--- config.mk ---
export PLATFORM = sky130hd
export DESIGN_NAME = irq_ctrl
export DESIGN_NICKNAME = d
export VERILOG_FILES = /design/src/irq_pkg.sv /design/src/pick_if.sv /design/src/lowest_pick.sv /design/src/sync2.sv /design/src/irq_ctrl.sv
export SDC_FILE = /design/constraint.sdc
export NUM_CORES = 1
export LEC_CHECK = 0
export ABC_AREA = 1
export BUFFER_PORTS_ARGS = -buffer_cell sky130_fd_sc_hd__buf_2
export CAP_MARGIN = 20
export CORE_MARGIN = 2
export CORE_UTILIZATION = 30
export CTS_BUF_LIST = sky130_fd_sc_hd__clkbuf_4
export CTS_CLUSTER_DIAMETER = 150
export DETAILED_ROUTE_END_ITERATION = 10
export GPL_TIMING_DRIVEN = 0
export REMOVE_ABC_BUFFERS = 1
export SYNTH_ARGS = -nofsm -noshare
export SYNTH_HDL_FRONTEND = slang
export SYNTH_SLANG_ARGS = --single-unit
--- constraint.sdc ---
create_clock -name pclk -period 7 [get_ports pclk]
set_clock_uncertainty 0.1 [all_clocks]
set_input_delay 0.35 -clock pclk [delete_from_list [all_inputs] [get_ports pclk]]
set_output_delay 0.35 -clock pclk [all_outputs]
set_load 0.01 [all_outputs]
--- src/irq_pkg.sv ---
package irq_pkg;
  // ------------------------------------------------------------
  // Sizes
  // ------------------------------------------------------------
  localparam int SRC_COUNT = 20;   // Number of sources
  localparam int IE_SRC_BITS = 7;  // Sources held in the low enable reg
  localparam int IDX_W = 5;        // Source index width
  localparam int ADDR_W = 8;       // APB address width used
  // ------------------------------------------------------------
  // Register byte offsets
  // ------------------------------------------------------------
  localparam logic [7:0] OFF_IE = 8'h00;    // interrupt_enable_reg
  localparam logic [7:0] OFF_EIE = 8'h04;   // extended_enable_reg1
  localparam logic [7:0] OFF_IP = 8'h08;    // priority_sel_reg
  localparam logic [7:0] OFF_EIP = 8'h0c;   // Extended priority
  localparam logic [7:0] OFF_TIMER_CTRL_REG = 8'h10;  // timer_ctrl_reg
  localparam logic [7:0] OFF_PEND = 8'h14;  // All pending flags
  localparam logic [7:0] OFF_STAT = 8'h18;  // Service state
  // ------------------------------------------------------------
  // Field positions
  // ------------------------------------------------------------
  localparam int IE_GLOBAL_BIT = 7;  // global_irq_enable
  localparam int TC_IT0 = 0;         // ext0_trigger_select
  localparam int TC_IE0 = 1;         // ext0_pending_flag
  localparam int TC_IT1 = 2;         // ext1_trigger_select
  localparam int TC_IE1 = 3;         // ext1_pending_flag
  localparam int TC_TF0 = 5;         // timer0_overflow_flag
  localparam int TC_TF1 = 7;         // timer1_overflow_flag
  // Source order numbers
  localparam int SRC_EXT0 = 0;
  localparam int SRC_TMR0 = 1;
  localparam int SRC_EXT1 = 2;
  localparam int SRC_TMR1 = 3;
  // ------------------------------------------------------------
  // Vectors and reset values
  // ------------------------------------------------------------
  localparam logic [15:0] VEC_RESET = 16'h0000;  // Reset vector
  localparam logic [15:0] VEC_BASE = 16'h0003;   // Order 0 vector
  localparam logic [15:0] VEC_STEP = 16'h0008;   // Vector spacing
  localparam logic [31:0] RST_WORD = 32'h0000_0000;
  // Service nesting state
  typedef enum logic [1:0] {
    SV_NONE = 2'b00,
    SV_LOW = 2'b01,
    SV_HIGH = 2'b10,
    SV_BOTH = 2'b11
  } svc_type;
endpackage : irq_pkg

--- src/pick_if.sv ---
`timescale 1ns/10ps
// ------------------------------------------------------------
// Request vector to lowest-order winner
// ------------------------------------------------------------
interface pick_if #(parameter int N = 20);
  import irq_pkg::*;
  logic [N-1:0] req;        // Candidate sources
  logic found;              // Any candidate
  logic [IDX_W-1:0] idx;    // Lowest candidate index
  modport finder(input req, output found, output idx);
  modport user(output req, input found, input idx);
endinterface : pick_if

--- src/lowest_pick.sv ---
`timescale 1ns/10ps
// ------------------------------------------------------------
// Lowest index finder
// ------------------------------------------------------------
module lowest_pick (
  // Request in, winner out
  pick_if.finder p
);
  import irq_pkg::*;
  // Scan from the top so the lowest set bit is kept last
  always_comb begin
    p.found = 1'b0;
    p.idx = '0;
    for (int i = $bits(p.req) - 1; i >= 0; i--) begin
      if (p.req[i]) begin
        p.found = 1'b1;
        p.idx = IDX_W'(i);
      end
    end
  end
endmodule : lowest_pick

--- src/sync2.sv ---
`timescale 1ns/10ps
// ------------------------------------------------------------
// Two-stage synchroniser
// ------------------------------------------------------------
module sync2 #(
  parameter int W = 1,
  parameter logic [W-1:0] RST_VAL = '0
) (
  // Clock and reset
  input wire logic pclk,
  input wire logic presetn,
  // Async in, synced out
  input wire logic [W-1:0] d,
  output logic [W-1:0] q
);
  logic [W-1:0] meta_r;  // First stage, read only by q
  // Only the second stage is visible to logic
  always_ff @(posedge pclk or negedge presetn) begin
    if (!presetn) begin
      meta_r <= RST_VAL;
      q <= RST_VAL;
    end else begin
      meta_r <= d;
      q <= meta_r;
    end
  end
endmodule : sync2

--- src/irq_ctrl.sv ---
//
// Operation
// RL1 - Twenty sources, each with two priority levels
// RL2 - Source event sets pending flag regardless enable
// RL3 - Enabled pending flag vectors after current instruction
// RL4 - Return instruction resumes interrupted program flow
// RL5 - Disabled source flag never produces request
// RL6 - Individual enables need global enable bit seven
// RL7 - Global enable low blocks every source
// RL8 - Single-cycle follower may still take request
// RL9 - Software follows enable clear with two-byte opcode
// RL10 - Some flags hardware cleared, others software cleared
// RL11 - Flag still set after return re-enters later
// RL12 - Software writing one acts as real event
// RL13 - Timer control bits select mode, hold flags
// RL14 - Edge-mode external flag cleared on vectoring
// RL15 - Level-mode external flag follows pin
// RL16 - Level source holds pin until recognised
// RL17 - Fixed vectors from 0x0003 stepping by eight
// RL18 - Enable and priority bits by source order
// RL19 - High preempts low; lowest order wins ties
// RL20 - Any of several source flags raises request
//
`timescale 1ns/10ps
module irq_ctrl #(
  parameter int NSRC = irq_pkg::SRC_COUNT
) (
  // Clock and reset
  input wire logic pclk,
  input wire logic presetn,
  // APB slave
  input wire logic psel,
  input wire logic penable,
  input wire logic pwrite,
  input wire logic [irq_pkg::ADDR_W-1:0] paddr,
  input wire logic [31:0] pwdata,
  output logic [31:0] prdata,
  output logic pready,
  output logic pslverr,
  // Peripheral side
  input wire logic [NSRC-1:0] src_event,
  input wire logic [NSRC-1:0] periph_flags,
  input wire logic ext_irq_in_0_n,
  input wire logic ext_irq_in_1_n,
  // CPU sequencer side
  input wire logic instr_done,
  input wire logic next_single_cycle,
  input wire logic return_from_isr_instr_done,
  output logic vec_req,
  output logic [15:0] vec_addr
);
  import irq_pkg::*;
  localparam int EW = NSRC - IE_SRC_BITS;  // Extended enable width

  // ------------------------------------------------------------
  // Elaboration check
  // ------------------------------------------------------------
  // RL1 source count
  if (NSRC < IE_SRC_BITS + 1 || NSRC > SRC_COUNT) begin : g_bad
    $error("NSRC must lie between 8 and 20");
  end

  // ------------------------------------------------------------
  // State
  // ------------------------------------------------------------
  logic [7:0] ie_r, ie_nxt;             // Low enables plus global
  logic [EW-1:0] eie_r, eie_nxt;        // Extended enables
  logic [IE_SRC_BITS-1:0] ip_r, ip_nxt; // Low priority bits
  logic [EW-1:0] eip_r, eip_nxt;        // Extended priority bits
  logic [1:0] it_r, it_nxt;             // Trigger selects
  logic [NSRC-1:0] pend_r, pend_nxt;    // Pending flags
  logic [1:0] eprev_r, eprev_nxt;       // Previous pin active states
  logic grace_r, grace_nxt;             // Late global enable
  logic hold_r, hold_nxt;               // One instruction after return
  svc_type svc_r, svc_nxt;              // Nesting depth
  logic pready_r, pready_nxt;
  logic pslverr_r, pslverr_nxt;
  logic [31:0] prdata_r, prdata_nxt;
  logic vec_req_r, vec_req_nxt;
  logic [15:0] vec_addr_r, vec_addr_nxt;

  // ------------------------------------------------------------
  // Pins and pickers
  // ------------------------------------------------------------
  logic [1:0] pin_s;          // Synced active-low pins
  logic [1:0] act;            // Pin active
  logic [NSRC-1:0] ev;        // Hardware set events
  logic [NSRC-1:0] en_all;    // Per-source enables
  logic [NSRC-1:0] pri_all;   // Per-source priority
  logic [NSRC-1:0] cand;      // Requesting sources
  logic [NSRC-1:0] clr;       // Hardware clears on vectoring
  logic eff_ea;               // Global enable seen by arbiter
  logic take, take_hi;        // Vector this cycle
  logic [IDX_W-1:0] win;      // Winning source
  logic acc, wr_acc;          // APB access phases

  pick_if #(.N(NSRC)) hi_p ();
  pick_if #(.N(NSRC)) lo_p ();

  sync2 #(.W(2), .RST_VAL(2'b11)) u_sync (
    .pclk(pclk),
    .presetn(presetn),
    .d({ext_irq_in_1_n, ext_irq_in_0_n}),
    .q(pin_s)
  );
  lowest_pick u_hi (.p(hi_p));
  lowest_pick u_lo (.p(lo_p));

  // ------------------------------------------------------------
  // Request generation
  // ------------------------------------------------------------
  always_comb begin
    act = ~pin_s;
    ev = src_event;
    // RL13 edge mode only latches a falling pin
    ev[SRC_EXT0] = it_r[0] & act[0] & ~eprev_r[0];
    ev[SRC_EXT1] = it_r[1] & act[1] & ~eprev_r[1];
    // RL18 enable and priority by order
    en_all = {eie_r, ie_r[IE_SRC_BITS-1:0]};
    pri_all = {eip_r, ip_r};
    // RL8 late clear still counts one instruction
    eff_ea = ie_r[IE_GLOBAL_BIT] | grace_r;
    // RL20 peripheral flag groups OR in
    // RL5 RL6 RL7 enable gating
    cand = (pend_r | periph_flags) & en_all & {NSRC{eff_ea}};
    // RL19 split by level
    hi_p.req = cand & pri_all;
    lo_p.req = cand & ~pri_all;
  end

  // ------------------------------------------------------------
  // Arbitration and vectoring
  // ------------------------------------------------------------
  always_comb begin
    // RL3 RL11 only at a boundary, not right after return
    take_hi = hi_p.found & (svc_r == SV_NONE || svc_r == SV_LOW);
    take = instr_done & ~hold_r & ~return_from_isr_instr_done &
           (take_hi | (lo_p.found & svc_r == SV_NONE));
    win = take_hi ? hi_p.idx : lo_p.idx;
    vec_req_nxt = take;
    vec_addr_nxt = vec_addr_r;
    if (take) begin
      // RL17 fixed vector per order
      vec_addr_nxt = 16'(VEC_BASE + VEC_STEP * 16'(win));
    end
    // RL10 RL14 timers and edge externals clear on vectoring
    clr = '0;
    if (take) begin
      clr[SRC_EXT0] = it_r[0] && win == IDX_W'(SRC_EXT0);
      clr[SRC_TMR0] = win == IDX_W'(SRC_TMR0);
      clr[SRC_EXT1] = it_r[1] && win == IDX_W'(SRC_EXT1);
      clr[SRC_TMR1] = win == IDX_W'(SRC_TMR1);
    end
    svc_nxt = svc_r;
    unique case (svc_r)
      // RL19 high nests over low only
      SV_NONE: begin
        if (take) svc_nxt = take_hi ? SV_HIGH : SV_LOW;
      end
      SV_LOW: begin
        if (take) svc_nxt = SV_BOTH;
        else if (return_from_isr_instr_done) svc_nxt = SV_NONE;
      end
      // RL4 return pops the active level
      SV_HIGH: begin
        if (return_from_isr_instr_done) svc_nxt = SV_NONE;
      end
      SV_BOTH: begin
        if (return_from_isr_instr_done) svc_nxt = SV_LOW;
      end
    endcase
    // RL11 one instruction runs after a return
    if (return_from_isr_instr_done) hold_nxt = 1'b1;
    else if (instr_done) hold_nxt = 1'b0;
    else hold_nxt = hold_r;
  end

  // ------------------------------------------------------------
  // APB decode and register writes
  // ------------------------------------------------------------
  always_comb begin
    // Two-cycle access; write lands on the ready edge
    acc = psel & penable & ~pready_r;
    wr_acc = psel & penable & pwrite & pready_r;
    pready_nxt = acc;
    pslverr_nxt = 1'b0;
    prdata_nxt = RST_WORD;
    ie_nxt = ie_r;
    eie_nxt = eie_r;
    ip_nxt = ip_r;
    eip_nxt = eip_r;
    it_nxt = it_r;
    pend_nxt = pend_r;
    eprev_nxt = act;
    if (acc) begin
      unique case (paddr)
        OFF_IE: prdata_nxt = 32'(ie_r);
        OFF_EIE: prdata_nxt = 32'(eie_r);
        OFF_IP: prdata_nxt = 32'(ip_r);
        OFF_EIP: prdata_nxt = 32'(eip_r);
        OFF_TIMER_CTRL_REG: begin
          prdata_nxt[TC_IT0] = it_r[0];
          prdata_nxt[TC_IE0] = pend_r[SRC_EXT0];
          prdata_nxt[TC_IT1] = it_r[1];
          prdata_nxt[TC_IE1] = pend_r[SRC_EXT1];
          prdata_nxt[TC_TF0] = pend_r[SRC_TMR0];
          prdata_nxt[TC_TF1] = pend_r[SRC_TMR1];
        end
        OFF_PEND: prdata_nxt = 32'(pend_r);
        OFF_STAT: prdata_nxt = {29'h0, grace_r, svc_r};
        // Unmapped address answers with an error
        default: pslverr_nxt = 1'b1;
      endcase
    end
    if (wr_acc) begin
      unique case (paddr)
        OFF_IE: ie_nxt = pwdata[7:0];
        OFF_EIE: eie_nxt = pwdata[EW-1:0];
        OFF_IP: ip_nxt = pwdata[IE_SRC_BITS-1:0];
        OFF_EIP: eip_nxt = pwdata[EW-1:0];
        // RL13 trigger selects and flag views
        OFF_TIMER_CTRL_REG: begin
          it_nxt = {pwdata[TC_IT1], pwdata[TC_IT0]};
          pend_nxt[SRC_EXT0] = pwdata[TC_IE0];
          pend_nxt[SRC_EXT1] = pwdata[TC_IE1];
          pend_nxt[SRC_TMR0] = pwdata[TC_TF0];
          pend_nxt[SRC_TMR1] = pwdata[TC_TF1];
        end
        // RL12 a written one stands like an event
        OFF_PEND: pend_nxt = pwdata[NSRC-1:0];
        default: pend_nxt = pend_r;
      endcase
    end
    // RL2 events set flags; set wins over any clear
    pend_nxt = (pend_nxt & ~clr) | ev;
    // RL15 level mode mirrors the pin, no latching
    if (!it_r[0]) pend_nxt[SRC_EXT0] = act[0];
    if (!it_r[1]) pend_nxt[SRC_EXT1] = act[1];
    // RL8 late clear grace if a single-cycle op follows
    if (wr_acc && paddr == OFF_IE && !pwdata[IE_GLOBAL_BIT] &&
        ie_r[IE_GLOBAL_BIT] && next_single_cycle) grace_nxt = 1'b1;
    else if (instr_done) grace_nxt = 1'b0;
    else grace_nxt = grace_r;
  end

  // ------------------------------------------------------------
  // Registers
  // ------------------------------------------------------------
  always_ff @(posedge pclk or negedge presetn) begin
    if (!presetn) begin
      ie_r <= '0;
      eie_r <= '0;
      ip_r <= '0;
      eip_r <= '0;
      it_r <= '0;
      pend_r <= '0;
      eprev_r <= '0;
      grace_r <= 1'b0;
      hold_r <= 1'b0;
      svc_r <= SV_NONE;
      pready_r <= 1'b0;
      pslverr_r <= 1'b0;
      prdata_r <= RST_WORD;
      vec_req_r <= 1'b0;
      vec_addr_r <= VEC_RESET;
    end else begin
      ie_r <= ie_nxt;
      eie_r <= eie_nxt;
      ip_r <= ip_nxt;
      eip_r <= eip_nxt;
      it_r <= it_nxt;
      pend_r <= pend_nxt;
      eprev_r <= eprev_nxt;
      grace_r <= grace_nxt;
      hold_r <= hold_nxt;
      svc_r <= svc_nxt;
      pready_r <= pready_nxt;
      pslverr_r <= pslverr_nxt;
      prdata_r <= prdata_nxt;
      vec_req_r <= vec_req_nxt;
      vec_addr_r <= vec_addr_nxt;
    end
  end

  // Outputs straight from flops
  assign prdata = prdata_r;
  assign pready = pready_r;
  assign pslverr = pslverr_r;
  assign vec_req = vec_req_r;
  assign vec_addr = vec_addr_r;
endmodule : irq_ctrl

==> summary.md, run 1 <==
| Metric | Value |
|---|---|
| R2r worst-path depth | `10` |
| Worst Hold Class | `in -> reg` |
| Leakage | `3.32 nW` |
| Hold_sp | `pwdata[11]` |
| Fin crit share | `around half` |
| Multi-input gate area | `between 2000 and 2500 µm²` |
| CTS max path bufs | `2` |
| Slew Limit Fails | `0` |
| Placed cell area | `~6100 µm²` |
| Row count | `48` |
| DP Worst Slack | `a little under 3 ns` |
| ANT nets after route | `0` |
| TNS Setup | `0 ns` |
| Die outline height | `about 140 µm` |
| FFs w/ async S/R, synth | `between 90% and 100%` |
| Routed via count | `4880` |
| Num Clock Sinks | `102` |
| Peak VDD IR | `a little over 0.07 mV` |
| Netlist cell types | `37` |
| Area share of the largest cell type after synthesis | `45.8%` |
| Sequential share of the synthesized area | `a little under half` |
| Antenna violations before repair | `1` |
| DRT Pass-1 Iters | `5` |
| Worst reg2reg path endpoint | `pend_r[1]` |
| Delay of the slowest cell on the worst path | `0.66 ns` |
| Critical Path Source Type | `primary input` |
| Overflow after GRT | `0` |
| Post-route cell area | `about 6600 µm²` |
| Total CTS buffers | `9` |
| Slowest CP cell | `clkinv_1` |
| Post-CTS sizing | `0` |
| Max_slew headroom | `between 30% and 40%` |
| RSZ-0062 raised after global routing | `no` |
| Critical path type | `in -> reg` |
| First-iteration detailed-routing DRC count | `359` |
| WP buf/inv | `5` |
| Delay-heaviest family, CP | `simple AND/OR/NAND/NOR gates` |
| Synth top cells by count | `223 x nand2_1, 98 x dfrtp_1, 83 x o21ai_0` |
| Critical path, cell by cell | `buf_2 -> nor3_1 -> inv_1 -> nor2_1 -> nand2_1 -> nor2_1 -> buf_6 -> clkinv_1 -> nand2_1 -> inv_1 -> nand2_1 -> o221ai_1 -> nand2_1 -> nand2_1` |
| Yosys top cell by area | `dfrtp_1` |
| I/O Buffers | `roughly 110` |
| YS warnings | `0` |
| Via density | `between 4 and 5` |
| Clk_lat worst skew | `about 0.47 ns` |
| Syn Area/Cell | `7.64 µm²` |
| Largest net degree at the start of global routing | `64` |
| CP required | `7.28 ns` |
| Number of flops mapped to enable cells by yosys | `0` |
| RR Startpoint | `pready` |
| # DRC | `0` |
| Final WS setup | `3.44 ns` |
| Clock slew at reported path FFs | `roughly 0.16 ns` |
| Top Ports | `141` |
| Crit path time final | `about 3.6 ns` |
| Endpoints failing hold | `0` |
| Root buffer cell | `clkbuf_4` |
| Worst Hold Depth | `3` |
| Status | `completed` |
| Synthesized flop and latch total | `around 100` |
| Max-cap violations | `0` |
| Die Wd | `between 100 and 150 µm` |
| Post-Synthesis Cells | `roughly 700` |
| Fmax | `281 MHz` |
| Reg2reg setup slack | `4.07 ns` |
| Count leader, synth | `nand2_1` |
| Wire per inst | `around 15 µm` |
| Vias in the first global route | `roughly 4700` |
| Top cells by area, synth | `dfrtp_1 46%, nand2_1 16%, o21ai_0 7.8%` |
| Hold Path Sink | `eip_r[11]` |
| FILL cells | `about 1900` |
| Die area | `around 19000 µm²` |
| Share of cells above drive strength 1 | `between 10% and 20%` |
| Setup violations, final | `0` |
| Arrival @ worst endpoint | `~3.8 ns` |
| First-pass GRT wire length | `between 20 and 25 mm` |
| Post-Syn Area | `5360 µm²` |
| Final wirelength | `roughly 16 mm` |
| Post-DP HPWL | `~12 mm` |
| Synth Flop Type | `dfrtp_1` |
| Max FO, Critical Path | `27` |
| Nets | `929` |
| CTS H-tree lvls | `3` |
| TritonCTS clock tree | `yes` |
| Area delta synth->final | `22.4%` |
| Critical Path Most Common Cell | `nand2_1` |
| Worst Setup End Kind | `flip-flop` |
| Slew @ Worst Pin | `approximately 0.91 ns` |
| Sequential cell area | `approximately 2600 µm²` |
| Area of the core | `between 15000 and 20000 µm²` |
| Pwr Density | `roughly 160 nW/µm²` |
| Initial Utilization | `between 30 and 40%` |
| Tot GR Track Use | `around 18%` |
| GP Congestion | `roughly 0.87` |
==> kinds of logic (layout without fill, tap and decap cells) <==
group	after synthesis	in the layout	share of synthesized area, %
flip-flops	102	102	47.8
AO/OA/AOI/OAI	144	144	15.2
buffers and inverters	120	243	10.4
other	1	22	0.0700
AND/OR/NAND/NOR	334	334	26.6
==> per-layer routing <==
metal	share of wire [%]	GRT usage, %
met1	47	24.4
met2	45	28.1
met3	5.8	2.47
met5	0	0
met4	1.8	5.50
==> timing repair <==
item | 4_1_cts | 5_1_grt
hold buffers | 34 | 0
buffers inserted | 0 | 0
endpoints found under the hold margin | 59 | 0
==> sequential cells by signal, summed over array words and instances, names as in the netlist, 2 cells and up <==
register,flops
ie_r,8
eip_r,13
u_sync.q,2
it_r,2
pend_r,20
eie_r,13
u_sync.meta_r,2
prdata,20
svc_r,2
vec_addr,6
ip_r,7
eprev_r,2
==> layout by cell type, fill, tap and decap left out, drive strengths merged <==
cell type / Yosys / layout
a2111oi: 2 / 2
a21oi: 25 / 25
a221oi: 4 / 4
a22oi: 1 / 1
a311oi: 1 / 1
a31oi: 6 / 6
a32o: 1 / 1
a41oi: 1 / 1
buf: 23 / 109
bufinv: 0 / 1
clkbuf: 13 / 11
clkinv: 2 / 6
conb: 1 / 21
dfrtp: 98 / 98
dfstp: 4 / 4
diode: 0 / 1
dlygate4sd3: 0 / 34
inv: 82 / 82
nand2: 233 / 233
nand3: 10 / 10
nand4: 7 / 7
nor2: 76 / 76
nor3: 5 / 5
o211ai: 3 / 3
o21ai: 83 / 83
o21bai: 2 / 2
o221ai: 2 / 2
o22ai: 11 / 11
o31ai: 2 / 2
or2: 3 / 3
==> through the flow <==
| step | utilization [%] | std cells | hold slack [ns] | power (W) |
|---|---|---|---|---|
| after global routing | 37.8 | 1070 | 0.0251 | 0.00106 |
| after global placement | 34.6 | 1015 | 0.247 | 0.000692 |
| final | 37.8 | 1070 | 0.0496 | 0.00102 |
| after floorplan | - | 685 | -0.0456 | 0.000643 |
| after detailed placement | 35.0 | 1019 | 0.247 | 0.000695 |
| after CTS | 37.7 | 1069 | 0.0322 | 0.00103 |
==> final cells by class <==
type,instances,share of cell area [%]
flip-flops and latches,102,39.0
multi-input cells,499,35.4
clock inverters,5,0.917
inverters,84,4.89
repair buffers,143,14.2
diodes,1,0.0382
clock buffers,11,1.26
well taps,225,4.30
==> tightest hold or removal path, cell delays in order <==
cell and delay [ns]:
buf_2 0.09, inv_1 0.08, o21ai_0 0.08
==> how the worst max path moves through the flow <==
| stage | end | startpoint | slack (ns) | cells past startpoint |
|---|---|---|---|---|
| global placement | pend_r[1] | paddr[5] | 2.18 | 13 |
| global route | pend_r[0] | paddr[5] | 3.15 | 13 |
| finish | pend_r[1] | paddr[5] | 3.44 | 14 |
| detailed placement | pend_r[1] | paddr[5] | 2.90 | 14 |
| CTS | pend_r[1] | paddr[5] | 3.43 | 14 |
| floorplan | pend_r[0] | paddr[5] | 4.21 | 12 |
==> report_power, final <==
group,total (W),switching (W),internal [W]
Sequential,0.000602,0.00000441,0.000598
Clock,0.000320,0.000202,0.000118
Combinational,0.0000944,0.0000539,0.0000405
Total,0.00102,0.000260,0.000756
Note: power is estimated with default switching activity, not from simulation.
==> inputs of run 2 (changes only) <==
==> constraint.sdc (replaced) <==
create_clock -name pclk -period 3.36 [get_ports pclk]
set_clock_uncertainty 0.1 [all_clocks]
set_input_delay 0.168 -clock pclk [delete_from_list [all_inputs] [get_ports pclk]]
set_output_delay 0.168 -clock pclk [all_outputs]
set_load 0.01 [all_outputs]
==> summary.md, run 2 (synthesized netlist as in run 1, its figures left out) <==
| Metric | Value |
|---|---|
| First-iteration detailed-routing DRC count | `about 370` |
| CTS max path bufs | `2` |
| Die outline height | `between 100 and 150 µm` |
| First-pass GRT wire length | `25.3 mm` |
| TritonCTS clock tree | `yes` |
| Slew Limit Fails | `0` |
| CP required | `roughly 3.7 ns` |
| Pwr Density | `about 310 nW/µm²` |
| Area of the core | `roughly 17000 µm²` |
| Row count | `between 40 and 50` |
| Num Clock Sinks | `approximately 100` |
| Tot GR Track Use | `17.7%` |
| Critical path type | `in -> reg` |
| Endpoints failing hold | `0` |
| Setup violations, final | `0` |
| Switching Share | `25.4%` |
| Crit path time final | `3.16 ns` |
| Area delta synth->final | `26.4%` |
| RSZ-0062 raised after global routing | `no` |
| Worst Setup End Kind | `flip-flop` |
| Most frequent cells in the layout | `222 x nand2_1, 104 x buf_2, 98 x dfrtp_1` |
| Wire per inst | `about 15 µm` |
| Leakage | `~3.4 nW` |
| Die Wd | `~140 µm` |
| Via density | `4.56` |
| I/O Buffers | `roughly 110` |
| Root buffer cell | `clkbuf_4` |
| Placed Cells | `1019` |
| Cell-internal power | `roughly 0.0016 W` |
| Fmax | `around 320 MHz` |
| Max_slew headroom | `38.1%` |
| Psw | `0.000540 W` |
| Final WS setup | `roughly 0.20 ns` |
| Largest net degree at the start of global routing | `64` |
| Top Ports | `around 140` |
| Final wirelength | `around 16 mm` |
| Post-route insts no fill | `between 1000 and 1500` |
| Vias in the first global route | `4784` |
| Slew @ Worst Pin | `around 0.92 ns` |
| Reg power frac | `around three fifths` |
| Clock slew at reported path FFs | `~0.15 ns` |
| Critical Path Source Type | `primary input` |
| Status | `completed` |
| Share of cells above drive strength 1 | `19.0%` |
| Total CTS buffers | `9` |
| Fin crit share | `between 90 and 100%` |
| Die area | `about 19000 µm²` |
| CTS H-tree lvls | `3` |
| Initial Utilization | `approximately 30%` |
| Arrival @ worst endpoint | `approximately 3.5 ns` |
| DP Worst Slack | `-0.553 ns` |
| GP Congestion | `between 0.8 and 0.9` |
| Final Core Density | `39.0%` |
| ANT nets after route | `0` |
| Peak VDD IR | `between 0.1 and 0.15 mV` |
| Post-DP HPWL | `about 12 mm` |
| Routed via count | `about 5000` |
| Comb power frac | `9.9%` |
| Clk_lat worst skew | `0.48 ns` |
| TNS Setup | `0 ns` |
| Overflow after GRT | `0` |
| Clk network pwr share | `between 30 and 40%` |
| Max-cap violations | `0` |
| # DRC | `0` |
| Nets | `between 900 and 1000` |
| # Post-CTS Setup Buffers | `0` |
| Max FO, Critical Path | `16` |
| Commonest non-fill, non-tap cell in the layout | `nand2_1` |
| Antenna violations before repair | `1` |
| Worst Hold Class | `in -> reg` |
| DRT Pass-1 Iters | `5` |
-- run 2: worst max-delay path, cell delays in order --
cell           delay, ns
dlygate4sd3_1       0.54
buf_2               0.15
nor2_1              0.20
inv_1               0.06
nor2_1              0.70
nand2_1             0.63
nor2_1              0.31
nand3_1             0.09
dlygate4sd3_1       0.56
o21ai_0             0.06
-- run 2: worst paths after layout --
check                                      start           to  slack, ns  cells past startpoint
worst max-delay path                    paddr[3]      grace_r       0.20                     10
worst min-delay path                    paddr[2]      pslverr       0.05                      5
worst max register to register            pready    pend_r[9]       0.64                      7
worst min register to register  u_sync.meta_r[1]  u_sync.q[1]       0.27                      0
max in group asynchronous                presetn    pend_r[3]       2.36                      3
min in group asynchronous                presetn   pend_r[13]       0.10                      2
-- run 2: area by class of cell --
type,instances,area (µm²)
Antenna cell,1,2.50
Timing Repair Buffer,164,1140
Clock inverter,5,60.1
Fill cell,1854,10600
Multi-Input combinational cell,499,2320
Inverter,84,322
Tap cell,225,282
Sequential cell,102,2560
Clock buffer,11,82.6
-- run 2: stage by stage --
stage	instance area (µm²)	hold slack, ns	power (W)
3_3_place_gp	6000	0.175	0.00144
6_report	6770	0.0508	0.00213
3_5_place_dp	6070	0.0927	0.00145
5_1_grt	6770	0.0501	0.00223
2_1_floorplan	5200	-0.228	0.00134
4_1_cts	6760	0.0192	0.00216
-- run 2: power groups by stage --
stage | clock [W] | combinational (W) | sequential [W]
floorplan | 0 | 0.0000591 | 0.00128
global placement | 0 | 0.000163 | 0.00128
detailed placement | 0 | 0.000170 | 0.00128
CTS | 0.000689 | 0.000213 | 0.00125
global route | 0.000737 | 0.000237 | 0.00126
finish | 0.000662 | 0.000210 | 0.00125
-- run 2: repair_timing --
action                                 CTS  global route
resized for setup                        1             2
hold buffers                            55             0
endpoints found under the hold margin  104             0
setup endpoints to repair                3             7
pin swaps                                0             0
-- run 2: layer usage --
metal	part of all wire (%)	track usage, %
met1	47	24.6
met2	46	28.6
met3	5.7	2.39
met4	1.7	5.50
met5	0	0
